## config.mk

```make
export PLATFORM = sky130hd
export DESIGN_NAME = dibs_boot_seq
export DESIGN_NICKNAME = d
export VERILOG_FILES = /design/src/include/dibs_pkg.sv /design/src/rtl/dibs_tick_div.sv /design/src/rtl/dibs_boot_seq.sv
export VERILOG_INCLUDE_DIRS = /design/src /design/src/include
export SDC_FILE = /design/constraint.sdc
export NUM_CORES = 1
export LEC_CHECK = 0
export BUFFER_PORTS_ARGS = -buffer_cell sky130_fd_sc_hd__buf_2
export CAP_MARGIN = 15
export CORE_MARGIN = 4
export CORE_UTILIZATION = 51
export CTS_CLUSTER_DIAMETER = 120
export DETAILED_ROUTE_END_ITERATION = 16
export PLACE_DENSITY_LB_ADDON = 0.05
export SLEW_MARGIN = 20
export SYNTH_ARGS = -nofsm -noshare
export SYNTH_HDL_FRONTEND = slang
export SYNTH_SLANG_ARGS = --single-unit
```

## constraint.sdc

```tcl
create_clock -name mclk -period 3.4 [get_ports mclk]
set_input_delay 0.34 -clock mclk [delete_from_list [all_inputs] [get_ports mclk]]
set_output_delay 0.34 -clock mclk [all_outputs]
set_load 0.03 [all_outputs]
```

## src/include/dibs_params.svh

```systemverilog
// timing counts, register map and update-circuit codes of the dual image boot sequencer
`ifndef DIBS_PARAMS_SVH
`define DIBS_PARAMS_SVH

`define DIBS_CLK_HZ 100000000
`define DIBS_DWELL_MS 500
`define DIBS_HB_MS 50
`define DIBS_BLINK_MS 250
`define DIBS_APP_BLINK_S 7
`define DIBS_DWELL_CYC (`DIBS_DWELL_MS * (`DIBS_CLK_HZ / 1000))
`define DIBS_HB_CYC (`DIBS_HB_MS * (`DIBS_CLK_HZ / 1000))
`define DIBS_BLINK_CYC (`DIBS_BLINK_MS * (`DIBS_CLK_HZ / 1000))
`define DIBS_APP_CYC (`DIBS_APP_BLINK_S * `DIBS_CLK_HZ)

`define DIBS_APP_START_ADDR 32'h00400000
`define DIBS_PARAM_IMG_TYPE 3'h5
`define DIBS_PARAM_START_ADDR 3'h4
`define DIBS_PARAM_WDOG_EN 3'h3

`define DIBS_REG_CTRL 4'h0
`define DIBS_REG_STAT 4'h4
`define DIBS_CTRL_RESET 32'h00000001
`define DIBS_CTRL_RUN_BIT 0
`define DIBS_CTRL_RESTART_BIT 1
`define DIBS_STAT_HOLD_BIT 3
`define DIBS_STAT_APP_BIT 4
`define DIBS_STAT_RECONF_BIT 5

`endif

```

## src/include/dibs_pkg.sv

```systemverilog
// types shared by the dual image boot sequencer
package dibs_pkg;
    typedef enum logic [2:0] {
        DIBS_S0_RESET = 3'b000,
        DIBS_S1_RELEASE = 3'b001,
        DIBS_S2_IDLE = 3'b010,
        DIBS_S3_SEL_APP = 3'b011,
        DIBS_S4_LOAD_ADDR = 3'b100,
        DIBS_S5_WDOG_OFF = 3'b101,
        DIBS_S6_RECONFIG = 3'b110,
        DIBS_S7_HOLD = 3'b111
    } dibs_state_t;
endpackage

```

## src/rtl/dibs_tick_div.sv

```systemverilog
// cycle divider giving a one-cycle tick every DIV clocks
`timescale 1ns/100ps
module dibs_tick_div #(
    parameter int unsigned DIV = 4
) (
    input wire logic mclk,
    input wire logic rstn,
    input wire logic clr,
    output logic tick
);
    logic [31:0] cnt;
    wire wrap = (cnt == 32'(DIV - 1));
    wire [31:0] next_cnt = (clr || wrap) ? 32'h0 : cnt + 32'h1;

    always_ff @(posedge mclk or negedge rstn) begin
        if (!rstn) begin
            cnt <= 32'h0;
            tick <= 1'b0;
        end else begin
            cnt <= next_cnt;
            tick <= wrap && !clr;
        end
    end
endmodule

```

## src/rtl/dibs_boot_seq.sv

```systemverilog
// dual image boot sequencer: factory-image state machine, app-image blink and return
//
// Overview of operation
// - states 0 to 6 advance in ascending order; state 7 is a hold state
// - state 0 resets update circuit, state 1 releases it, state 2 idles
// - state 3 writes image type select as one, targeting the app image
// - state 4 writes the app image start address into the update circuit
// - that start address is the first address of sector 64
// - state 5 disables the update circuit watchdog before the app boots
// - entering state 6 drives the reconfiguration trigger high
// - low three leds show the current state number in binary, except state 7, which leaves them dark
// - fourth led toggles as a heartbeat, faster than the state steps
// - app image blinks three leds together 7 s, then returns to factory
// - hold state entered only on a detected error
// - hold state kept until an outside event; heartbeat keeps running
//
// Local design decisions: the register offsets and strobed register access.
`timescale 1ns/100ps
`include "dibs_params.svh"
module dibs_boot_seq
    import dibs_pkg::*;
#(
    parameter int unsigned DWELL_CYCLES = `DIBS_DWELL_CYC,
    parameter int unsigned HB_CYCLES = `DIBS_HB_CYC,
    parameter int unsigned BLINK_CYCLES = `DIBS_BLINK_CYC,
    parameter int unsigned APP_CYCLES = `DIBS_APP_CYC,
    parameter int DATA_W = 32
) (
    input wire logic mclk,
    input wire logic rstn,
    input wire logic [3:0] reg_addr,
    input wire logic [31:0] reg_wdata,
    input wire logic reg_wr,
    input wire logic reg_rd,
    output logic [31:0] reg_rdata,
    input wire logic ru_error,
    input wire logic app_image_running,
    output logic ru_reset,
    output logic ru_write,
    output logic [2:0] ru_param,
    output logic [DATA_W-1:0] ru_data,
    output logic ru_reconfig,
    output logic image_type_select,
    output logic [3:0] led
);
    dibs_state_t state;
    dibs_state_t next_state;
    logic run_en;
    logic [31:0] app_cnt;
    logic app_done;
    logic blink;
    wire dwell_tick;
    wire hb_tick;
    wire blink_tick;

    // register decode
    wire sel_ctrl = (reg_addr == `DIBS_REG_CTRL);
    wire sel_stat = (reg_addr == `DIBS_REG_STAT);
    wire ctrl_wr = reg_wr && sel_ctrl;
    wire restart_req = ctrl_wr && reg_wdata[`DIBS_CTRL_RESTART_BIT];
    wire next_run_en = ctrl_wr ? reg_wdata[`DIBS_CTRL_RUN_BIT] : run_en;
    wire in_hold = (state == DIBS_S7_HOLD);
    wire [31:0] stat_word = {26'h0, ru_reconfig, app_image_running, in_hold, state};
    wire [31:0] ctrl_word = {31'h0, run_en};
    wire [31:0] rd_mux = sel_ctrl ? ctrl_word : (sel_stat ? stat_word : 32'h0);
    wire [31:0] next_rdata = reg_rd ? rd_mux : 32'h0;

    // sequencing
    wire entering = (next_state != state);
    wire adv = run_en && dwell_tick;

    // dwell restarts on every state change so each state stays a full period
    // held clear in the app phase so state 0 keeps its full reset time on return
    dibs_tick_div #(
        .DIV(DWELL_CYCLES)
    ) u_dwell (
        .mclk(mclk),
        .rstn(rstn),
        .clr(entering || app_image_running),
        .tick(dwell_tick)
    );

    dibs_tick_div #(
        .DIV(HB_CYCLES)
    ) u_heartbeat (
        .mclk(mclk),
        .rstn(rstn),
        .clr(1'b0),
        .tick(hb_tick)
    );

    dibs_tick_div #(
        .DIV(BLINK_CYCLES)
    ) u_blink (
        .mclk(mclk),
        .rstn(rstn),
        .clr(!app_image_running),
        .tick(blink_tick)
    );

    always_comb begin
        next_state = state;
        if (app_image_running) begin
            // factory logic parks at state 0 so a return restarts the cycle
            next_state = DIBS_S0_RESET;
        end else begin
            case (state)
                DIBS_S0_RESET: begin
                    if (ru_error) next_state = DIBS_S7_HOLD;
                    else if (adv) next_state = DIBS_S1_RELEASE;
                end
                DIBS_S1_RELEASE: begin
                    if (ru_error) next_state = DIBS_S7_HOLD;
                    else if (adv) next_state = DIBS_S2_IDLE;
                end
                DIBS_S2_IDLE: begin
                    if (ru_error) next_state = DIBS_S7_HOLD;
                    else if (adv) next_state = DIBS_S3_SEL_APP;
                end
                DIBS_S3_SEL_APP: begin
                    if (ru_error) next_state = DIBS_S7_HOLD;
                    else if (adv) next_state = DIBS_S4_LOAD_ADDR;
                end
                DIBS_S4_LOAD_ADDR: begin
                    if (ru_error) next_state = DIBS_S7_HOLD;
                    else if (adv) next_state = DIBS_S5_WDOG_OFF;
                end
                DIBS_S5_WDOG_OFF: begin
                    if (ru_error) next_state = DIBS_S7_HOLD;
                    else if (adv) next_state = DIBS_S6_RECONFIG;
                end
                DIBS_S6_RECONFIG: begin
                    // stays here until the loaded app image takes over
                    if (ru_error) next_state = DIBS_S7_HOLD;
                end
                DIBS_S7_HOLD: begin
                    // only a software restart, or the app image starting, leaves the hold
                    if (restart_req) next_state = DIBS_S0_RESET;
                end
                default: next_state = DIBS_S7_HOLD;
            endcase
        end
    end

    // update circuit parameter writes on entry to states 3, 4 and 5
    wire wr_sel = (next_state == DIBS_S3_SEL_APP);
    wire wr_addr = (next_state == DIBS_S4_LOAD_ADDR);
    wire wr_wdog = (next_state == DIBS_S5_WDOG_OFF);
    wire next_write = entering && (wr_sel || wr_addr || wr_wdog);
    wire [2:0] wr_param = wr_sel ? `DIBS_PARAM_IMG_TYPE :
                          (wr_addr ? `DIBS_PARAM_START_ADDR : `DIBS_PARAM_WDOG_EN);
    // watchdog enable is written as zero
    wire [DATA_W-1:0] wr_data = wr_sel ? DATA_W'(1) :
                                (wr_addr ? DATA_W'(`DIBS_APP_START_ADDR) : '0);
    wire next_ru_reset = (next_state == DIBS_S0_RESET) && !app_image_running;

    // app image phase
    wire app_last = (app_cnt == 32'(APP_CYCLES - 1));
    wire next_app_done = app_image_running && (app_done || app_last);
    wire [31:0] next_app_cnt = (!app_image_running || app_done) ? 32'h0 : app_cnt + 32'h1;
    wire next_blink = app_image_running && (blink_tick ? !blink : blink);
    wire next_reconfig = ((next_state == DIBS_S6_RECONFIG) && !app_image_running) ||
                         next_app_done;
    // image type falls back to factory once the app has shown itself
    wire next_img_sel = next_app_done ? 1'b0 :
                        (entering && wr_sel) ? 1'b1 :
                        (next_ru_reset ? 1'b0 : image_type_select);
    // hold shows only the heartbeat; low leds dark
    wire [2:0] state_leds = (next_state == DIBS_S7_HOLD) ? 3'h0 : next_state;
    wire [2:0] next_low_led = app_image_running ? {3{next_blink}} : state_leds;
    wire next_hb = app_image_running ? 1'b0 : (hb_tick ? !led[3] : led[3]);

    always_ff @(posedge mclk or negedge rstn) begin
        if (!rstn) begin
            state <= DIBS_S0_RESET;
            run_en <= 1'b1;
            reg_rdata <= 32'h0;
        end else begin
            state <= next_state;
            run_en <= next_run_en;
            reg_rdata <= next_rdata;
        end
    end

    always_ff @(posedge mclk or negedge rstn) begin
        if (!rstn) begin
            ru_reset <= 1'b1;
            ru_write <= 1'b0;
            ru_param <= 3'h0;
            ru_data <= '0;
        end else begin
            ru_reset <= next_ru_reset;
            ru_write <= next_write;
            ru_param <= wr_param;
            ru_data <= wr_data;
        end
    end

    always_ff @(posedge mclk or negedge rstn) begin
        if (!rstn) begin
            ru_reconfig <= 1'b0;
            image_type_select <= 1'b0;
            app_cnt <= 32'h0;
            app_done <= 1'b0;
            blink <= 1'b0;
            led <= 4'h0;
        end else begin
            ru_reconfig <= next_reconfig;
            image_type_select <= next_img_sel;
            app_cnt <= next_app_cnt;
            app_done <= next_app_done;
            blink <= next_blink;
            led <= {next_hb, next_low_led};
        end
    end
endmodule

```

### Yosys cells after proc, flatten, opt, wreduce, memory -nomap -nowiden

Index checks and enable logic that the tools add are counted.

* register bits: 177
* input bits: 42
* output and inout port bits: 75
* logic and storage cells: 105

* add/sub/neg operators: 4
* eq/ne operators: 18
* muxes and demuxes: 35
* reductions and logical operators: 28

Operator list (number)
* adder 32 x 1 -> 32 bit, second input constant: 4
* two-way mux 32 bit: 4
* two-way mux 3 bit: 19
* two-way mux 23 bit: 2
* == test 32 x 23 -> 1 bit, second input constant: 1
* == test 32 x 25 -> 1 bit, second input constant: 1
* == test 32 x 26 -> 1 bit, second input constant: 1
* == test 32 x 30 -> 1 bit, second input constant: 1
* == test 3 bit, second input constant: 8
* one-hot mux 3 bit (8 select lines): 1
* two-way mux 6 bit: 3
* logical AND 1 bit: 11
* == test 3 x 2 -> 1 bit, second input constant: 3
* logical OR 1 bit: 8
* zero test 3 bit: 2
* two-way mux 1 bit: 6
* == test 4 x 3 -> 1 bit, second input constant: 1
* zero test 1 bit: 4
* zero test 4 bit: 1
* == test 3 x 1 -> 1 bit, second input constant: 1
* inequality test 3 bit: 1
* nonzero test 3 bit: 1
* nonzero test 2 bit: 1

### Depth between registers and ports, before layout

Gate-level depths: netlist (run 1).

* word-level depth: 11
* gate-level depth with buffers: 9
* mapped depth without buffers: 7

### Modules after synthesis

From an unflattened synthesis (run 1), not the netlist that was laid out.

* cell total of the unflattened synthesis: 898
* area, all modules: 8578.2 um^2

Modules (own cells, without submodules)
* dibs_boot_seq: instances 1, cells an instance 336, area an instance 3295.7 um^2, seq. area each 1428.9 um^2
* dibs_tick_div at u_blink: instances 1, cells an instance 196, area an instance 1791.7 um^2, seq. area each 825.8 um^2
* dibs_tick_div at u_dwell: instances 1, cells an instance 189, area an instance 1751.7 um^2, seq. area each 825.8 um^2
* dibs_tick_div at u_heartbeat: instances 1, cells an instance 177, area an instance 1739.2 um^2, seq. area each 825.8 um^2

### Worst setup path before layout (run 1)

OpenSTA, ideal clock, no wires.

* kind: flip-flop to flip-flop
* from: register u_blink.cnt[0]
* to: register u_blink.cnt[22]
* library setup time: 0.132 ns
* data arrival time: 1.876 ns
* required time: 3.268 ns
* setup slack: 1.392 ns
* cell stages (with the launch flop): 8
* buffers on the path: 0
* period minus slack after synthesis: 2.008 ns
* cells stage by stage: dfrtp_1 ha_1 nand4_1 nor4_1 and2_1 nand4_1 xor2_1 nor2_1

* word-level cells in the longest chain between the ends: 3
* elaborated cells between the ends (all ways): 4
* classes of those cells: add/sub: 1; eq/ne: 1; mux: 1; reduce/logical: 1

Ends and longest elaborated chain
* start, declared: RTL line dibs_tick_div.sv:11 `logic [31:0] cnt;`
* start signal, assigned: RTL line dibs_tick_div.sv:20 `cnt <= next_cnt;`
* parallel branches: the longest is 2 deep, another holds adder 32 x 1 -> 32 bit
* two-way mux 32 bit (*): RTL line dibs_tick_div.sv:13 `wire [31:0] next_cnt = (clr || wrap) ? 32'h0 : cnt + 32'h1;`
* net u_blink.next_cnt[22]: RTL line dibs_tick_div.sv:13

Mark *: on every way through the listed nets, which the timed path passes.
A chain may end at the register's enable or synchronous reset.

### Final worst setup path (run 1)

* from: register state[0]
* to: register u_dwell.cnt[27]

* word-level cells in the longest chain between the ends: 8
* elaborated cells between the ends (all ways): 28
* classes of those cells: eq/ne: 8; mux: 17; reduce/logical: 3

Ends and longest elaborated chain
* start, declared: RTL line dibs_boot_seq.sv:46 `dibs_state_t state;`
* start signal, assigned: RTL line dibs_boot_seq.sv:179 `state <= next_state;`
* two-way mux 3 bit (tied with other cells): RTL line dibs_boot_seq.sv:130 `else if (adv) next_state = DIBS_S6_RECONFIG;`
* two-way mux 3 bit (tied with other cells): RTL line dibs_boot_seq.sv:129 `if (ru_error) next_state = DIBS_S7_HOLD;`
* one-hot mux 3 bit (8 select lines): RTL line dibs_boot_seq.sv:107 `case (state)`
* two-way mux 3 bit: RTL line dibs_boot_seq.sv:103 `if (app_image_running) begin`
* inequality test 3 bit (*): RTL line dibs_boot_seq.sv:69 `wire entering = (next_state != state);`
* logical OR 1 bit (*): RTL line dibs_boot_seq.sv:79 `.clr(entering || app_image_running),`
* logical OR 1 bit (*): RTL line dibs_tick_div.sv:13
* two-way mux 32 bit (*): RTL line dibs_tick_div.sv:13
* net u_dwell.next_cnt[27]: RTL line dibs_tick_div.sv:13
* end signal, assigned: RTL line dibs_tick_div.sv:20
* end, declared: RTL line dibs_tick_div.sv:11

The timed path passes the listed nets; every way through them passes the cells marked *.

==> impl_metrics.py, run 1 <==
metrics = {
    "worst_setup_path": {
        "cp.required_ns": 3.74,
        "worstSetupPathType": "reg -> reg",
        "cp_max_fo": 13,
        "end_kind": "flop",
        "reg2regPathDepth": 8,
        "cp.arrival_ns": 2.87,
        "start_kind": "flop",
    },
    "routing": {
        "wl_um": 14450,
        "firstDrtPassIters": 5,
        "dr_total_vias": 5418,
        "ant_nets": 0,
        "drc": 0,
        "wire_per_inst_um": 14.08,
        "initialDrtViolationCount": 250,
        "viasPerCell": 5.281,
    },
    "timing": {
        "min_period_ns": 2.525,
        "post-route-period-util": 0.7428,
        "fmax_mhz": 396.0,
        "hold_violations": 11,
        "max-slew-margin-rel": 0.4441,
        "setup_viol": 0,
        "fin_tns_setup_ns": 0,
        "slew_violations": 0,
        "max_slew.worst_pin.slew_ns": 0.8339,
        "whs_ns": -0.006417,
        "rsz0062_at_grt": "no",
        "fin_skew_ns": 0.007363,
    },
    "die": {
        "coreArea_um2": 14750,
        "io-pin-count": 117,
        "die_width_um": 131.5,
        "die_h_um": 131.5,
        "initial_core_util": 0.5273,
        "rows": 44,
        "die-area_um2": 17290,
    },
    "place": {
        "gp_congestion": 0.7995,
        "place.detailed.hpwl_um": 10020,
        "dpl-instance-area_um2": 7939,
        "io_buffers": 30,
    },
    "global_route": {
        "gr-usage-all-layers": 0.1750,
        "antenna_found_initial": 1,
        "gr-total-overflow": 0,
        "use_met3": 0.04625,
        "grt_use_met1": 0.2441,
        "grt_pass1_vias": 5258,
        "busiest_layer": "met2",
        "grt_max_degree": 92,
        "met2_usage": 0.2713,
        "grt_pass1_wl_um": 25180,
    },
    "outcome": {
        "violations": "hold timing",
        "status": "complete, but fails checks",
    },
    "power": {
        "power.share.switching": 0.2356,
        "switching_power_w": 0.0009906,
        "vdd_drop_max_uv": 452.7,
        "pwr-share-seq": 0.458,
        "p_comb_frac": 0.071,
        "p_per_area_nw_per_um2": 491.0,
        "p_leak_nw": 3.945,
        "power.internal_w": 0.003215,
        "clock_power_share": 0.471,
    },
    "clock_tree": {
        "clock-root-buffer": "clkbuf_16",
        "cts_resized": 0,
        "path_clk_slew_ns": 0.06,
        "tritoncts": "yes",
        "hold_buffers": 0,
        "clk_latency_ns": 0.42,
        "post_cts_buffers": 0,
        "clkSinkCount": 156,
        "ctsHtreeMaxLevel": 4,
        "clk_path_buf_depth": 2,
        "numCtsBuffers": 17,
    },
    "layout": {
        "nets": 875,
        "area_growth_pct": 10.08,
        "stdcell_area_um2": 8564,
        "drive_above_1_share": 0.1045,
        "diodes": 0,
    },
    "logic_synthesis": {
        "synth_cells": 793,
        "syn_area_um2": 7780,
        "syn_area_per_cell_um2": 9.811,
        "synth_cell_types": 55,
        "synth_edf_count": 0,
        "synth_flop_cell": "dfrtp_1",
        "synth_warnings": 0,
        "synth.yosys.seq_area_share": 0.5021,
        "ys_ff_latch": 156,
        "async_reset_ff_frac": 1.000,
    },
    "hold_path": {
        "hp-class": "in -> async",
    },
    "run": {
        "cap_violations": 0,
    },
}
-- cells by family after synthesis --
family,synth area share
adder cells (fa/ha/maj),0.006433
multiplexers,0.004181
other,0.0004820
flip-flops,0.5021
buffers and inverters,0.07366
AO/OA/AOI/OAI,0.02606
XOR/XNOR,0.1328
AND/OR/NAND/NOR,0.2543
-- synthesized netlist by cell type (2+ instances only) --
cell / count / share of area
dfrtp_1: 154 / 0.50
nor2_1: 133 / 0.064
xor2_1: 82 / 0.092
buf_4: 56 / 0.054
nand2_1: 55 / 0.027
nand3_1: 47 / 0.030
nand4_1: 37 / 0.030
xnor2_1: 36 / 0.041
and3_1: 18 / 0.014
inv_1: 18 / 0.0087
and4_1: 16 / 0.018
nor4_1: 15 / 0.012
nor3_1: 14 / 0.0090
and2_1: 13 / 0.010
clkbuf_1: 11 / 0.0053
a21oi_1: 8 / 0.0051
nor2b_1: 7 / 0.0056
o21ai_0: 6 / 0.0039
buf_2: 5 / 0.0032
ha_1: 4 / 0.0064
nor4b_1: 4 / 0.0045
or2_2: 4 / 0.0032
or3_1: 4 / 0.0032
a21o_1: 3 / 0.0029
nor4_2: 3 / 0.0048
o22ai_1: 3 / 0.0024
a31oi_1: 2 / 0.0016
buf_1: 2 / 0.00097
dfstp_2: 2 / 0.0068
mux2_2: 2 / 0.0029
nand2b_1: 2 / 0.0016
nand3b_1: 2 / 0.0019
nor2_2: 2 / 0.0016
or2_1: 2 / 0.0016
-- layer usage --
| metal | share of wire | wire [µm] | up-vias |
|---|---|---|---|
| met5 | 0.00090 | 13 | - |
| met4 | 0.0064 | 92 | 2 |
| met3 | 0.045 | 654 | 8 |
| met2 | 0.47 | 6766 | 116 |
| met1 | 0.48 | 6923 | 2658 |
| li1 | - | - | 2634 |
-- through the flow --
step	util	instances	worst slack [ns]	power, W
2_1_floorplan	-	848	1.392	0.002209
3_3_place_gp	0.5381	994	0.9553	0.002253
3_5_place_dp	0.5381	994	0.9080	0.002259
4_1_cts	0.5805	1026	0.8753	0.004259
5_1_grt	0.5805	1026	0.6489	0.004381
6_report	0.5805	1026	0.8746	0.004205
-- worst max-delay path, stage by stage, from the launching register on --
cell and delay [ns]:
dfrtp_1 0.52, nor2b_1 0.23, or2_2 0.29, a211oi_1 0.33, o21ai_2 0.11, buf_4 0.18
or2_1 0.40, buf_4 0.26, nor2_1 0.12
-- power groups by stage --
stage | combinational (W) | sequential (W) | clock (W)
after detailed placement | 0.000299 | 0.00196 | 0
after floorplan | 0.000229 | 0.00198 | 0
after global routing | 0.000329 | 0.00193 | 0.00212
after CTS | 0.000300 | 0.00193 | 0.00203
final | 0.000297 | 0.00193 | 0.00198
after global placement | 0.000295 | 0.00196 | 0
-- placed cells by master (no fill, tap or decap), types with 6 or more instances in the layout --
master and count:
dfrtp_1 154, nor2_1 133, xor2_1 82, conb_1 56, nand2_1 55, nand3_1 47, nand4_1 37, xnor2_1 36
buf_2 29, inv_1 18, and3_1 18, clkbuf_16 17, and4_1 16, nor4_1 14, nor3_1 14, and2_1 13
a21oi_1 8, nor2b_1 7, o21ai_0 6, buf_4 6
-- registers in the layout, summed over array words and instances (netlist names), 2 cells and up --
| register | cells |
|---|---|
| ru_param | 3 |
| led | 4 |
| state | 3 |
| u_heartbeat.cnt | 32 |
| u_blink.cnt | 32 |
| u_dwell.cnt | 32 |
| app_cnt | 32 |
| reg_rdata | 6 |
| ru_data | 2 |
-- final timing paths --
path                            slack [ns]               to            from
worst max-delay path                  0.87  u_dwell.cnt[27]        state[0]
worst min-delay path                -0.006      app_cnt[16]            rstn
worst max register to register        0.87  u_dwell.cnt[27]        state[0]
worst min register to register        0.49   u_blink.cnt[0]  u_blink.cnt[0]
max in group asynchronous             2.57         ru_reset            rstn
min in group mclk                     0.14     reg_rdata[0]          reg_rd
-- area by class of cell --
type	instances	area, µm²
inverters	18	67.56
clock buffers	20	456.7
multi-input cells	599	3513
repair buffers	37	221.5
flip-flops and latches	156	3906
well taps	184	230.2
clock inverters	12	168.9
fillers	1271	6190
Note: power is estimated with default switching activity, not from simulation.
==> inputs of run 2 (changes only) <==
==> constraint.sdc (replaced) <==
create_clock -name mclk -period 2.6 [get_ports mclk]
set_input_delay 0.26 -clock mclk [delete_from_list [all_inputs] [get_ports mclk]]
set_output_delay 0.26 -clock mclk [all_outputs]
set_load 0.03 [all_outputs]
==> run 2 against run 1 <==
  * The run now ends clean
  * Sequential cell count unchanged
  * Combinational power increased by 34%
  * Final area increased by 1.2%
  * Via count decreased by 0.41%
  * Critical path depth decreased by 1
  * Power increased by 35%
==> impl_metrics.py, run 2 (synthesized netlist as in run 1, its figures left out) <==
metrics = {
    "layout": {
        "fill_cells": 1243,
        "final_cell_mix": "dfrtp_1, nor2_1, xor2_1, conb_1, nand2_1",
        "nets": 883,
        "final_common_cell": "dfrtp_1",
        "stdcell_area_um2": 8665,
        "diodes": 0,
        "area_growth_pct": 11.37,
        "drive_above_1_share": 0.1106,
    },
    "global_route": {
        "grt_pass1_vias": 5226,
        "gr-total-overflow": 0,
        "gr-usage-all-layers": 0.1798,
        "antenna_found_initial": 0,
        "grt_max_degree": 68,
        "grt_pass1_wl_um": 25700,
    },
    "routing": {
        "initialDrtViolationCount": 271,
        "ant_nets": 0,
        "firstDrtPassIters": 5,
        "viasPerCell": 5.219,
        "drc": 0,
        "dr_total_vias": 5396,
        "wl_um": 14730,
        "wire_per_inst_um": 14.24,
    },
    "hold_path": {
        "holdPathStages": 3,
        "hp-class": "in -> reg",
    },
    "place": {
        "dpl-instance-area_um2": 7991,
        "place.detailed.hpwl_um": 10170,
        "dp_slack_ns": 0.3498,
        "io_buffers": 30,
        "gp_congestion": 0.8130,
    },
    "timing": {
        "rsz0062_at_grt": "no",
        "min_period_ns": 2.293,
        "post-route-period-util": 0.8820,
        "fmax_mhz": 436.0,
        "whs_ns": 0.06417,
        "hold_violations": 0,
        "fin_ws_ns": 0.3067,
        "setup_viol": 0,
        "fin_skew_ns": 0.005558,
        "fin_tns_setup_ns": 0,
        "max-slew-margin-rel": 0.5810,
        "max_slew.worst_pin.slew_ns": 0.6285,
        "slew_violations": 0,
    },
    "clock_tree": {
        "ctsHtreeMaxLevel": 4,
        "numCtsBuffers": 17,
        "clk_latency_ns": 0.42,
        "path_clk_slew_ns": 0.06,
        "cts_resized": 0,
        "tritoncts": "yes",
        "clock-root-buffer": "clkbuf_16",
        "clkSinkCount": 156,
        "clk_path_buf_depth": 2,
    },
    "die": {
        "die_h_um": 131.5,
        "die-area_um2": 17290,
        "initial_core_util": 0.5273,
        "rows": 44,
        "coreArea_um2": 14750,
        "io-pin-count": 117,
        "die_width_um": 131.5,
    },
    "worst_setup_path": {
        "cpPeakStageDelay_ns": 0.61,
        "cp_max_fo": 12,
        "worstSetupPathType": "reg -> reg",
        "slowest_stage": "dfrtp_1",
        "cp.arrival_ns": 2.58,
        "critical_path.cell_chain": "nand4b_1 > or2_2 > nor2b_1 > o21ai_1 > inv_1 > nor4_2 > o32ai_1",
        "end_kind": "flop",
        "reg2regPathDepth": 7,
        "start_kind": "flop",
        "cp.required_ns": 2.88,
    },
    "power": {
        "p_leak_nw": 4.004,
        "power_w": 0.005688,
        "power.share.switching": 0.2300,
        "p_comb_frac": 0.070,
        "switching_power_w": 0.001308,
        "pwr-share-seq": 0.442,
        "power.internal_w": 0.004379,
        "p_per_area_nw_per_um2": 656.4,
        "vdd_drop_max_uv": 520.0,
        "clock_power_share": 0.488,
    },
    "outcome": {
        "status": "finished, final reports clean",
    },
    "run": {
        "cap_violations": 0,
    },
}
==> run 2: per-layer routing <==
| metal | global-route usage | wire length [µm] |
|---|---|---|
| met1 | 0.2571 | 7265 |
| met2 | 0.2719 | 6617 |
| met3 | 0.03823 | 610 |
| met4 | 0.06593 | 232 |
| met5 | 0 | 0 |
==> run 2: worst max-delay path, delay by kind of cell (launching register included) <==
family	cells	cell delay (ns)
AO/OA/AOI/OAI	2	0.39
flip-flops	1	0.61
AND/OR/NAND/NOR	4	1.00
buffers and inverters	1	0.15
==> run 2: final timing paths <==
path / start / to / slack (ns)
max in group asynchronous: rstn / run_en / 1.48
min in group asynchronous: rstn / app_cnt[12] / 0.42
hold reg to reg: u_heartbeat.cnt[31] / u_heartbeat.cnt[31] / 0.47
hold / removal: reg_rd / reg_rdata[0] / 0.06
setup / recovery: state[0] / image_type_select / 0.31
setup reg to reg: state[0] / image_type_select / 0.31
==> run 2: final cells by class <==
| type | count | area [µm²] | share of cell area |
|---|---|---|---|
| clock inverters | 12 | 216.5 | 0.02498 |
| flip-flops and latches | 156 | 3906 | 0.4508 |
| repair buffers | 45 | 284.0 | 0.03278 |
| inverters | 18 | 67.56 | 0.007798 |
| well taps | 184 | 230.2 | 0.02657 |
| clock buffers | 20 | 446.7 | 0.05155 |
| multi-input cells | 599 | 3513 | 0.4055 |
==> run 2: stage by stage <==
step / utilization / cells
after floorplan: - / 848
after global placement: 0.5416 / 1001
after detailed placement: 0.5416 / 1001
after CTS: 0.5873 / 1034
after global routing: 0.5873 / 1034
final: 0.5873 / 1034
==> run 2: power groups by stage <==
| stage | registers, W | logic, W | clock network [W] |
|---|---|---|---|
| CTS | 0.00252 | 0.000400 | 0.00285 |
| finish | 0.00252 | 0.000397 | 0.00277 |
| global route | 0.00252 | 0.000438 | 0.00297 |
| detailed placement | 0.00256 | 0.000398 | 0 |
| floorplan | 0.00259 | 0.000300 | 0 |
| global placement | 0.00256 | 0.000391 | 0 |
==> run 2: repair_timing <==
| action | CTS | global route |
|---|---|---|
| endpoints found under the hold margin | 62 | 0 |
| setup endpoints to repair | 0 | 0 |
| hold buffers | 1 | 0 |
| buffers inserted | 0 | 0 |
==> inputs of run 3 (changes only) <==
--- a/config.mk
+++ b/config.mk
@@ -13,7 +13,9 @@
 export CTS_CLUSTER_DIAMETER = 120
 export DETAILED_ROUTE_END_ITERATION = 16
 export PLACE_DENSITY_LB_ADDON = 0.05
+export SKIP_LAST_GASP = 1
 export SLEW_MARGIN = 20
 export SYNTH_ARGS = -nofsm -noshare
 export SYNTH_HDL_FRONTEND = slang
+export SYNTH_HIERARCHICAL = 1
 export SYNTH_SLANG_ARGS = --single-unit
==> run 3 against run 2 <==
  * Clock skew increased by 0.0028 ns
  * Sequential cell count did not move
  * Final cell count up 13%
  * Sequential power about the same
  * Register-to-register slack worse by 0.02 ns
==> impl_metrics.py, run 3 <==
metrics = {
    "outcome": {
        "status": "finished, final reports clean",
    },
    "clock_tree": {
        "numCtsBuffers": 17,
        "ctsHtreeMaxLevel": 4,
        "cts_resized": 0,
        "post_cts_buffers": 0,
        "path_clk_slew_ns": 0.06,
        "clkSinkCount": 156,
        "clk_path_buf_depth": 2,
        "hold_buffers": 1,
        "clock-root-buffer": "clkbuf_16",
        "clk_latency_ns": 0.42,
        "tritoncts": "yes",
    },
    "die": {
        "coreArea_um2": 16520,
        "die_h_um": 137.7,
        "die_width_um": 137.7,
        "io-pin-count": 117,
        "rows": 47,
        "die-area_um2": 18960,
        "initial_core_util": 0.5191,
    },
    "layout": {
        "diodes": 0,
        "final_common_cell": "dfrtp_1",
        "final_cell_mix": "dfrtp_1, nor2_1, conb_1, nand2_1, nand3_1",
        "fill_cells": 1452,
        "stdcell_area_um2": 9443,
        "area_growth_pct": 10.08,
        "drive_above_1_share": 0.1337,
        "instances_no_fill": 1170,
        "nets": 983,
    },
    "timing": {
        "fmax_mhz": 431.4,
        "fin_ws_ns": 0.2819,
        "min_period_ns": 2.318,
        "post-route-period-util": 0.8916,
        "whs_ns": 0.04958,
        "fin_skew_ns": 0.008324,
        "setup_viol": 0,
        "hold_violations": 0,
        "max-slew-margin-rel": 0.5843,
        "max_slew.worst_pin.slew_ns": 0.6189,
        "rsz0062_at_grt": "no",
        "fin_tns_setup_ns": 0,
        "slew_violations": 0,
    },
    "routing": {
        "wire_per_inst_um": 15.41,
        "drc": 0,
        "initialDrtViolationCount": 467,
        "dr_total_vias": 6520,
        "viasPerCell": 5.573,
        "wl_um": 18030,
        "ant_nets": 0,
        "firstDrtPassIters": 5,
    },
    "global_route": {
        "grt_max_degree": 66,
        "grt_pass1_wl_um": 30900,
        "grt_pass1_vias": 6395,
        "gr-total-overflow": 0,
        "antenna_found_initial": 0,
        "gr-usage-all-layers": 0.2010,
    },
    "worst_setup_path": {
        "cp.required_ns": 2.89,
        "start_kind": "flop",
        "worstSetupPathType": "reg -> reg",
        "cp_max_fo": 30,
        "end_kind": "flop",
        "cp.arrival_ns": 2.61,
    },
    "place": {
        "dp_slack_ns": 0.2761,
        "place.detailed.hpwl_um": 12460,
        "io_buffers": 30,
        "placedCellCount": 1137,
        "dpl-instance-area_um2": 8796,
        "gp_congestion": 0.8335,
    },
    "logic_synthesis": {
        "async_reset_ff_frac": 1.000,
        "synth_flop_cell": "dfrtp_1",
        "syn_area_per_cell_um2": 9.553,
        "ys_top_cells_by_count": "dfrtp_1, nor2_1, buf_4",
        "yosys-top-cells-area": "dfrtp_1, buf_4, nor2_1",
        "yosysTopAreaCell": "dfrtp_1",
        "synth_cell_types": 75,
        "synth_cells": 898,
        "synth.yosys.seq_area_share": 0.4554,
        "ys_ff_latch": 156,
        "synth.most_common_cell": "dfrtp_1",
        "syn_area_um2": 8578,
        "yosysTopAreaCellShare": 0.4492,
        "synth_edf_count": 0,
        "synth_warnings": 6,
    },
    "power": {
        "p_leak_nw": 3.967,
        "vdd_drop_max_uv": 503.3,
        "p_per_area_nw_per_um2": 594.9,
    },
    "run": {
        "cap_violations": 0,
    },
    "hold_path": {
        "hp-class": "in -> reg",
    },
}
run 3: worst max-delay path, cell delays in order (launching register included):
cell      delay [ns]
dfrtp_1         0.60
o21bai_1        0.15
a32oi_2         0.30
nand2_2         0.13
o211ai_1        0.21
nand2b_1        0.21
inv_1           0.09
o31ai_4         0.05
buf_4           0.34
nor2_1          0.11
run 3: worst paths after layout:
check                        startpoint              end  slack (ns)  depth (start not counted)
setup reg to reg               state[0]  u_dwell/cnt[12]        0.28                          9
setup / recovery               state[0]  u_dwell/cnt[12]        0.28                          9
hold reg to reg              app_cnt[0]       app_cnt[0]        0.48                          1
hold / removal             reg_wdata[0]           run_en        0.05                          3
min in group asynchronous          rstn      app_cnt[19]        0.40                          2
max in group asynchronous          rstn  u_blink/cnt[10]        1.41                          3
run 3: area by class of cell:
class	instances	area [µm²]	area share
clock inverter	9	158.9	0.01683
inverter	28	105.1	0.01113
timing repair buffer	48	306.5	0.03246
tap	220	275.3	0.02915
multi-input combinational	686	4213	0.4461
clock buffer	23	478.0	0.05062
sequential	156	3906	0.4137
run 3: layer usage:
metal | part of all wire | routed length [µm] | vias up | global-route usage
met5 | 0 | 0 | - | 0
met4 | 0.011 | 199 | 0 | 0.05269
met3 | 0.038 | 694 | 20 | 0.04638
met2 | 0.50 | 9002 | 115 | 0.3392
met1 | 0.45 | 8131 | 3215 | 0.2614
li1 | - | - | 3170 | -
run 3: stage by stage:
stage | power [W] | util
final | 0.005618 | 0.5714
after global routing | 0.005848 | 0.5714
after CTS | 0.005693 | 0.5714
after detailed placement | 0.003020 | 0.5323
after global placement | 0.003010 | 0.5323
after floorplan | 0.002939 | -
run 3: cells by family after synthesis:
group,share of synthesized area
AOI/OAI and AO/OA,0.08810
xor gates and xnor gates,0.07862
adders and majority gates,0.005835
buffers and inverters,0.08226
DFF,0.4554
muxes,0.001167
other,0.0004372
and+or+nand+nor,0.2882
run 3: report_power, final:
part | leakage [nW] | internal [W] | switching (W) | total [W]
Sequential | 2.14 | 0.00248 | 0.0000540 | 0.00253
Clock | 0.296 | 0.00169 | 0.000956 | 0.00264
Combinational | 1.53 | 0.000106 | 0.000338 | 0.000444
Total | 3.97 | 0.00427 | 0.00135 | 0.00562
